<file path="src/verilog/bit_function_consts.vh">
// constants of the controller bit function unit
// assumes inclusion by bare name from the design file
`ifndef BIT_FUNCTION_CONSTS_VH
`define BIT_FUNCTION_CONSTS_VH

// ==========================================
// register word addresses
`define BFU_ADDR_FIRST      8'h00
`define BFU_ADDR_SECOND     8'h01
`define BFU_ADDR_RESULT     8'h02
`define BFU_ADDR_COMMAND    8'h03
`define BFU_ADDR_STATUS     8'h04
`define BFU_DREG_WINDOW_BIT 7
`define BFU_READ_IDLE       16'h0000

// ==========================================
// command codes written to the command register
`define BFU_CMD_TRANSFER    2'h0
`define BFU_CMD_DECENC      2'h1
`define BFU_CMD_COUNT       2'h2
`define BFU_CMD_INVERT      2'h3

// ==========================================
// operand encodings
`define BFU_K_THOUSAND      16'h03E8
`define BFU_K_HUNDRED       16'h0064
`define BFU_GROUPS_MIN      16'h0001
`define BFU_GROUPS_MAX      16'h0004
`define BFU_GROUP_CODE_MAX  16'h000F
`define BFU_DREG_LAST       16'h005F
`define BFU_SEL_DECODE      16'h0000
`define BFU_SEL_ENCODE      16'h0001
`define BFU_ONE_BIT         16'h0001

// ==========================================
// status fields and reset values
`define BFU_STAT_REFUSED    0
`define BFU_STAT_RAN        1
`define BFU_RESET_WORD      16'h0000

`endif

</file>
<file path="src/verilog/controller_bit_function_unit.v">
// controller bit function unit: transfer, decode/encode, bit count, invert
// assumes a plain register port master and output points from another domain
//
// Operation
// (RULE_01) transfer operand: thousands digit is group count 1..4, low two digits group code
// (RULE_02) program keeps the hundreds digit of the transfer operand at zero
// (RULE_03) group code indexes a sixteen point output group
// (RULE_04) transfer always starts at point zero of the chosen group
// (RULE_05) destination register comes from second operand minus one thousand
// (RULE_06) transfer refused when destination lies outside registers 0 to 95
// (RULE_07) four, eight or twelve bit transfers still fill one register
// (RULE_08) decode looks only at the low four input bits
// (RULE_09) decode writes a one-hot word with the bit at the input value
// (RULE_10) encode writes the set bit position, upper twelve result bits zero
// (RULE_11) program gives encode a word with exactly one bit set
// (RULE_12) second operand zero selects decode, one selects encode
// (RULE_13) bit count goes to the second operand, upper bits zero
// (RULE_14) invert replaces the named data register with its one's complement
// (RULE_15) program puts the register number to invert in the first operand
// (RULE_16) point k lands in bit k; bits beyond the group count cleared
// (RULE_17) each invocation strobe samples operands and runs the function once
`timescale 1ns/1ps
`include "bit_function_consts.vh"

module controller_bit_function_unit #(
    parameter DATA_W     = 16,
    parameter ADDR_W     = 8,
    parameter NUM_DREG   = 96,
    parameter NUM_GROUPS = 16
) (
    input  wire                         i_clk,
    input  wire                         i_reset,
    input  wire [ADDR_W-1:0]            i_addr,
    input  wire [DATA_W-1:0]            i_wr_data,
    input  wire                         i_wr_en,
    input  wire                         i_rd_en,
    input  wire [NUM_GROUPS*DATA_W-1:0] i_output_points,
    output wire [DATA_W-1:0]            o_rd_data,
    output wire                         o_refused,
    output wire                         o_done
);

    // ==========================================
    // helpers
    function [4:0] pop_count;
        input [15:0] w;
        integer k;
        begin
            pop_count = 5'h00;
            for (k = 0; k < 16; k = k + 1) begin
                pop_count = pop_count + {4'h0, w[k]};
            end
        end
    endfunction

    // lowest set bit wins if the word is not one-hot
    function [3:0] one_hot_pos;
        input [15:0] w;
        integer k;
        begin
            one_hot_pos = 4'h0;
            for (k = 15; k >= 0; k = k - 1) begin
                if (w[k]) begin
                    one_hot_pos = k[3:0];
                end
            end
        end
    endfunction

    function [15:0] group_mask;
        input [2:0] n;
        begin
            case (n)
                3'h1:    group_mask = 16'h000F;
                3'h2:    group_mask = 16'h00FF;
                3'h3:    group_mask = 16'h0FFF;
                3'h4:    group_mask = 16'hFFFF;
                default: group_mask = 16'h0000;
            endcase
        end
    endfunction

    // data registers sit in the upper half of the map, up to the last one
    function dreg_hit;
        input [7:0] a;
        begin
            dreg_hit = a[`BFU_DREG_WINDOW_BIT] &&
                       ({9'h000, a[6:0]} <= `BFU_DREG_LAST);
        end
    endfunction

    // hundreds digit not checked: the program keeps it at zero
    function transfer_ok;
        input [15:0] groups;
        input [15:0] code;
        input [15:0] dest_code;
        input [15:0] dest;
        begin
            transfer_ok = (groups >= `BFU_GROUPS_MIN) && (groups <= `BFU_GROUPS_MAX) &&
                          (code <= `BFU_GROUP_CODE_MAX) &&
                          (dest_code >= `BFU_K_THOUSAND) && (dest <= `BFU_DREG_LAST);
        end
    endfunction

    // ==========================================
    // state
    reg [DATA_W-1:0]            first_q;
    reg [DATA_W-1:0]            second_q;
    reg [DATA_W-1:0]            result_q;
    reg [DATA_W-1:0]            dreg_q [0:NUM_DREG-1];
    reg [NUM_GROUPS*DATA_W-1:0] points_meta_q;
    reg [NUM_GROUPS*DATA_W-1:0] points_sync_q;
    reg [DATA_W-1:0]            rd_data_q;
    reg                         refused_q;
    reg                         ran_q;
    reg                         done_q;
    reg [DATA_W-1:0]            first_d;
    reg [DATA_W-1:0]            second_d;
    reg [DATA_W-1:0]            result_d;
    reg [DATA_W-1:0]            rd_data_d;
    reg                         refused_d;
    reg                         ran_d;
    reg                         done_d;
    integer                     i;

    // ==========================================
    // operand decode
    wire                invoke    = i_wr_en && (i_addr == `BFU_ADDR_COMMAND);
    wire [1:0]          cmd       = i_wr_data[1:0];
    wire [15:0]         thou      = first_q / `BFU_K_THOUSAND;      // see (RULE_01)
    wire [15:0]         low_two   = first_q % `BFU_K_HUNDRED;       // see (RULE_01)
    wire [15:0]         dst       = second_q - `BFU_K_THOUSAND;     // see (RULE_05)
    wire [7:0]          grp_base  = {low_two[3:0], 4'h0};           // see (RULE_03)
    wire [DATA_W-1:0]   grp_bits  = points_sync_q[grp_base +: 16];  // see (RULE_04)
    wire                dreg_addr = dreg_hit(i_addr);
    wire [DATA_W-1:0]   inv_src   = dreg_q[first_q[6:0]];

    reg                 ex_ok;
    reg                 dreg_we;
    reg  [6:0]          dreg_idx;
    reg  [DATA_W-1:0]   dreg_val;
    reg                 second_we;
    reg  [DATA_W-1:0]   second_val;
    reg                 result_we;
    reg  [DATA_W-1:0]   result_val;

    // ==========================================
    // function execution, all in the invocation cycle
    always @* begin
        ex_ok      = 1'b0;
        dreg_we    = 1'b0;
        dreg_idx   = 7'h00;
        dreg_val   = `BFU_RESET_WORD;
        second_we  = 1'b0;
        second_val = `BFU_RESET_WORD;
        result_we  = 1'b0;
        result_val = `BFU_RESET_WORD;
        case (cmd)
            `BFU_CMD_TRANSFER: begin
                if (transfer_ok(thou, low_two, second_q, dst)) begin         // see (RULE_06)
                    ex_ok    = 1'b1;
                    dreg_we  = 1'b1;                                   // see (RULE_07)
                    dreg_idx = dst[6:0];                               // see (RULE_05)
                    dreg_val = grp_bits & group_mask(thou[2:0]);       // see (RULE_16)
                end
            end
            `BFU_CMD_DECENC: begin
                if (second_q == `BFU_SEL_DECODE) begin                 // see (RULE_12)
                    ex_ok      = 1'b1;
                    result_we  = 1'b1;
                    result_val = `BFU_ONE_BIT << first_q[3:0];         // see (RULE_08) (RULE_09)
                end else if (second_q == `BFU_SEL_ENCODE) begin        // see (RULE_12)
                    ex_ok      = 1'b1;
                    result_we  = 1'b1;
                    result_val = {12'h000, one_hot_pos(first_q)};      // see (RULE_10)
                end
            end
            `BFU_CMD_COUNT: begin
                ex_ok      = 1'b1;
                second_we  = 1'b1;
                second_val = {11'h000, pop_count(first_q)};            // see (RULE_13)
            end
            `BFU_CMD_INVERT: begin
                if (first_q <= `BFU_DREG_LAST) begin                   // see (RULE_15)
                    ex_ok    = 1'b1;
                    dreg_we  = 1'b1;
                    dreg_idx = first_q[6:0];
                    dreg_val = ~inv_src;                               // see (RULE_14)
                end
            end
            default: begin
                ex_ok = 1'b0;
            end
        endcase
    end

    // ==========================================
    // output point synchroniser
    // points come from another domain: a change reaches a transfer
    // only two edges later, the price of a clean sample
    always @(posedge i_clk) begin
        if (i_reset) begin
            points_meta_q <= {NUM_GROUPS*DATA_W{1'b0}};
            points_sync_q <= {NUM_GROUPS*DATA_W{1'b0}};
        end else begin
            points_meta_q <= i_output_points;
            points_sync_q <= points_meta_q;
        end
    end

    // ==========================================
    // next values of the operand, result and status registers
    // a command cycle never carries an operand write, so the command path wins
    always @* begin
        first_d   = first_q;
        second_d  = second_q;
        result_d  = result_q;
        refused_d = refused_q;
        ran_d     = ran_q;
        done_d    = invoke;
        if (invoke) begin
            refused_d = ~ex_ok;                                        // see (RULE_17)
            ran_d     = ex_ok;
            if (second_we) begin
                second_d = second_val;
            end
            if (result_we) begin
                result_d = result_val;
            end
        end else if (i_wr_en) begin
            if (i_addr == `BFU_ADDR_FIRST) begin
                first_d = i_wr_data;
            end
            if (i_addr == `BFU_ADDR_SECOND) begin
                second_d = i_wr_data;
            end
            if (i_addr == `BFU_ADDR_RESULT) begin
                result_d = i_wr_data;
            end
        end
    end

    // ==========================================
    // operand, result and data registers
    always @(posedge i_clk) begin
        if (i_reset) begin
            first_q   <= `BFU_RESET_WORD;
            second_q  <= `BFU_RESET_WORD;
            result_q  <= `BFU_RESET_WORD;
            refused_q <= 1'b0;
            ran_q     <= 1'b0;
            done_q    <= 1'b0;
            for (i = 0; i < NUM_DREG; i = i + 1) begin
                dreg_q[i] <= `BFU_RESET_WORD;
            end
        end else begin
            first_q   <= first_d;
            second_q  <= second_d;
            result_q  <= result_d;
            refused_q <= refused_d;
            ran_q     <= ran_d;
            done_q    <= done_d;
            if (invoke && dreg_we) begin
                // one strobe, one execution
                dreg_q[dreg_idx] <= dreg_val;                          // see (RULE_17)
            end else if (i_wr_en && dreg_addr) begin
                dreg_q[i_addr[6:0]] <= i_wr_data;
            end
        end
    end

    // ==========================================
    // read port, data valid only in the cycle after the strobe
    always @* begin
        rd_data_d = `BFU_READ_IDLE;
        if (i_rd_en) begin
            case (i_addr)
                `BFU_ADDR_FIRST:   rd_data_d = first_q;
                `BFU_ADDR_SECOND:  rd_data_d = second_q;
                `BFU_ADDR_RESULT:  rd_data_d = result_q;
                `BFU_ADDR_STATUS:  rd_data_d = {14'h0000, ran_q, refused_q};
                `BFU_ADDR_COMMAND: rd_data_d = `BFU_READ_IDLE;
                default: begin
                    // holes in the map read as zero
                    if (dreg_addr) begin
                        rd_data_d = dreg_q[i_addr[6:0]];
                    end
                end
            endcase
        end
    end

    always @(posedge i_clk) begin
        if (i_reset) begin
            rd_data_q <= `BFU_READ_IDLE;
        end else begin
            rd_data_q <= rd_data_d;
        end
    end

    assign o_rd_data = rd_data_q;
    assign o_refused = refused_q;
    assign o_done    = done_q;

endmodule

</file>
<file path="config.mk">
export PLATFORM = sky130hd
export DESIGN_NAME = controller_bit_function_unit
export DESIGN_NICKNAME = d
export VERILOG_FILES = /design/src/verilog/controller_bit_function_unit.v
export VERILOG_INCLUDE_DIRS = /design/src /design/src/verilog
export SDC_FILE = /design/constraint.sdc
export NUM_CORES = 2
export LEC_CHECK = 0
export BUFFER_PORTS_ARGS = -buffer_cell sky130_fd_sc_hd__buf_4
export CAP_MARGIN = 20
export CELL_PAD_IN_SITES_DETAIL_PLACEMENT = 0
export CELL_PAD_IN_SITES_GLOBAL_PLACEMENT = 1
export CORE_MARGIN = 8
export CORE_UTILIZATION = 30
export CTS_BUF_LIST = sky130_fd_sc_hd__clkbuf_8
export CTS_CLUSTER_DIAMETER = 150
export DETAILED_ROUTE_END_ITERATION = 12
export MAX_ROUTING_LAYER = met4
export PLACE_DENSITY_LB_ADDON = 0.1
export SLEW_MARGIN = 30
export SYNTH_ARGS = -nofsm -noshare
export SYNTH_HDL_FRONTEND = slang
export SYNTH_SLANG_ARGS = --single-unit
</file>
<file path="constraint.sdc">
create_clock -name i_clk -period 8.8 [get_ports i_clk]
set_input_delay 0.44 -clock i_clk [delete_from_list [all_inputs] [get_ports i_clk]]
set_output_delay 0.44 -clock i_clk [all_outputs]
set_load 0.02 [all_outputs]
</file>
==> reports/results.tsv <==
metric	value	unit
GPL Wtd Cong	0.8312	
Internal Power	20.77	mW
Crit Path Max Fanout	17	
compound-cell area share of the yosys netlist	6.850	%
post-synth top area cell	edfxtp_1	
most frequent CP cell	buf_4	
mux cell area share after synthesis	23.89	%
Synth Flop Type	edfxtp_1	
crit path DAT	9.35	ns
grt ovf	0	
drt pass-1 iters	6	
cell row count	238	
GRT Resource Usage Total	22.82	%
Seq pwr share	50.5	%
Die Ht	663.8	µm
most common cell after layout, fill and taps aside	edfxtp_1	
CP startpoint kind	flip-flop	
die area	440600	µm²
Layout fillers	39701	
vias in the first global route	87747	
Slew Viols, Final	0	
initial antenna violation count	48	
Reg area	73270	µm²
routed length per instance	31.92	µm
CP Class	reg2reg	
I/O Buffers	301	
Post-Synth Simple-Gate Area	7.518	%
status	finished, final reports clean	
Synth area leaders	edfxtp_1, mux4_2, dfxtp_1	
Routed Antenna Nets	0	
switching power of the nets	7.136	mW
slew margin rel.	31.38	%
crit path from	first_q[13]	
DRC	0	
final hold viol count	0	
cell area power density	178.2	nW/µm²
clk slew on worst S/H paths	0.08	ns
total power	27.91	mW
Initial Utilization	30.05	%
vias	85030	
post-synthesis adder-cell area fraction	0.3300	%
min-delay src	i_rd_en	
vias per inst	5.395	
Worst Tran Pin Value	1.019	ns
synthesized flop and latch total	2634	
YS warnings	0	
Min-Delay Path Class	in2reg	
Yosys top cell area share	48.85	%
first-pass GRT wire length	698.6	mm
register area share after synthesis	58.17	%
CTS tree	yes	
Die Wd	663.8	µm
total wire length	503.1	mm
H-tree level count	5	
Post-Synth XOR/XNOR Area	0.1531	%
EDFF count, synth	2048	
TritonCTS buffer count	480	
Cell Area, Synth	125900	µm²
num ports	302	
clock sinks	2634	
non-filler cells, final	15761	
Clock Path Buffers	4	
crit path max-delay cell type	or4_1	
Worst Setup End Kind	flip-flop	
most frequent cells in the layout	edfxtp_1, mux4_2, buf_4	
core footprint	419000	µm²
max incr delay on CP	0.55	ns
cell count after placement	14312	
Post-synth ARST share	0	%
worst skew pair latency	1.17	ns
Final min period	8.576	ns
share of layout cells above drive strength 1	30.37	%
Syn Area/Cell	15.33	µm²
crit share post-route	97.45	%
Comb pwr share	9.4	%
hpwl dp	334.4	mm
Net count, final	10132	
total negative slack	0	ns
# setup viols final	0	
LEAKAGE	53.36	nW
Synth cell types	100	
Post-Synthesis Cells	8212	
area of the multi-input gates	51440	µm²
clock skew	0.1507	ns
Max Freq	116.6	MHz
VDD IR max	126.6	µV
final design utilization	37.37	%
number of DRC markers in iteration 0	8130	
MaxCap Viol Count	0	
clock group share of total power	40.0	%
root buf cell	clkbuf_8	
largest net degree at the start of global routing	204	
Switching Fraction	25.57	%
Critical Path RT	9.57	ns
area grow syn2layout	24.39	%
worst hold slack	0.1527	ns
FF-to-FF Start	first_q[13]	
main combinational cell family by area after synthesis	multiplexers	
[per-layer routing]
metal | global-route usage, % | wire length, µm | vias to the layer above
li1 | - | - | 35758
met1 | 29.93 | 212500 | 45188
met2 | 36.18 | 237800 | 3266
met3 | 3.341 | 31120 | 818
met4 | 8.239 | 21660 | 0
met5 | - | 0 | -
[final timing paths]
kind | endpoint | slack [ns] | depth (start not counted)
max | dreg_q[53][14] | 0.22 | 29
min | o_rd_data[0] | 0.15 | 3
max reg2reg | dreg_q[53][14] | 0.22 | 29
min reg2reg | points_sync_q[14] | 0.37 | 1
[registers in the layout, indices dropped and copies added (netlist names), 16 cells and up, named ones only]
name / flops
second_q: 16
dreg_q: 2048
points_sync_q: 256
o_rd_data: 16
first_q: 16
points_meta_q: 256
result_q: 16
[stage by stage]
| step | worst slack [ns] | instance area (µm²) |
|---|---|---|
| final | 0.2243 | 156600 |
| after CTS | 0.007830 | 156300 |
| after floorplan | 0.3795 | 127800 |
| after detailed placement | -0.3816 | 141900 |
| after global placement | -0.3272 | 141800 |
| after global routing | -0.03152 | 156600 |
[synth_stat cells, types with 15 or more instances]
cell type  number
a211oi_1      412
a21oi_1       486
a22o_1         18
a22oi_1        50
a31oi_1        15
buf_1         172
buf_2         114
clkbuf_1      646
dfxtp_1       586
edfxtp_1     2048
inv_1          45
mux2_2         30
mux2i_1        57
mux4_2       1295
nand2_1       161
nand2b_1       64
nand3_1        47
nand4_1        52
nor2_1        491
nor2b_1       523
nor3_1        431
o211ai_1       16
o21ai_0        63
o21bai_1       49
o22ai_1        22
xnor2_1        19
[final cells by class]
type / instances / area share (%)
Antenna cell: 31 / 0.04954
Multi-Input combinational cell: 5099 / 32.85
Sequential cell: 2634 / 46.79
Tap cell: 5520 / 4.411
Clock buffer: 530 / 4.658
Inverter: 53 / 0.1270
Clock inverter: 338 / 1.065
Timing Repair Buffer: 1556 / 10.05
[repair_timing]
item | in CTS | in global routing
setup buffers | 0 | 3
setup endpoints to repair | 484 | 3447
endpoints found under the hold margin | 353 | 0
resized for setup | 6 | 33
hold buffers | 546 | 0
pin swaps | 0 | 3
[power groups by stage]
stage	Sequential [mW]	Clock [mW]	Combinational, mW
floorplan	14.3	0	1.22
global placement	14.3	0	2.45
detailed placement	14.4	0	2.45
CTS	14.1	11.5	2.65
global route	14.2	12.0	2.74
finish	14.1	11.2	2.64
[cell families after synthesis]
family          after synthesis
flops                      2634
simple gates               1855
mux                        1382
compound gates             1300
buf+inv                     990
fa+ha+maj                    28
xor+xnor                     22
other cells                   1
[critical path: cells and delay by family (launching register included)]
| family | cells | cell delay (ns) |
|---|---|---|
| AOI/OAI and AO/OA | 13 | 3.41 |
| and+or+nand+nor | 9 | 2.78 |
| DFF | 1 | 0.41 |
| muxes | 1 | 0.19 |
| buffers and inverters | 6 | 1.34 |
Power figures use the tool's default switching activity.
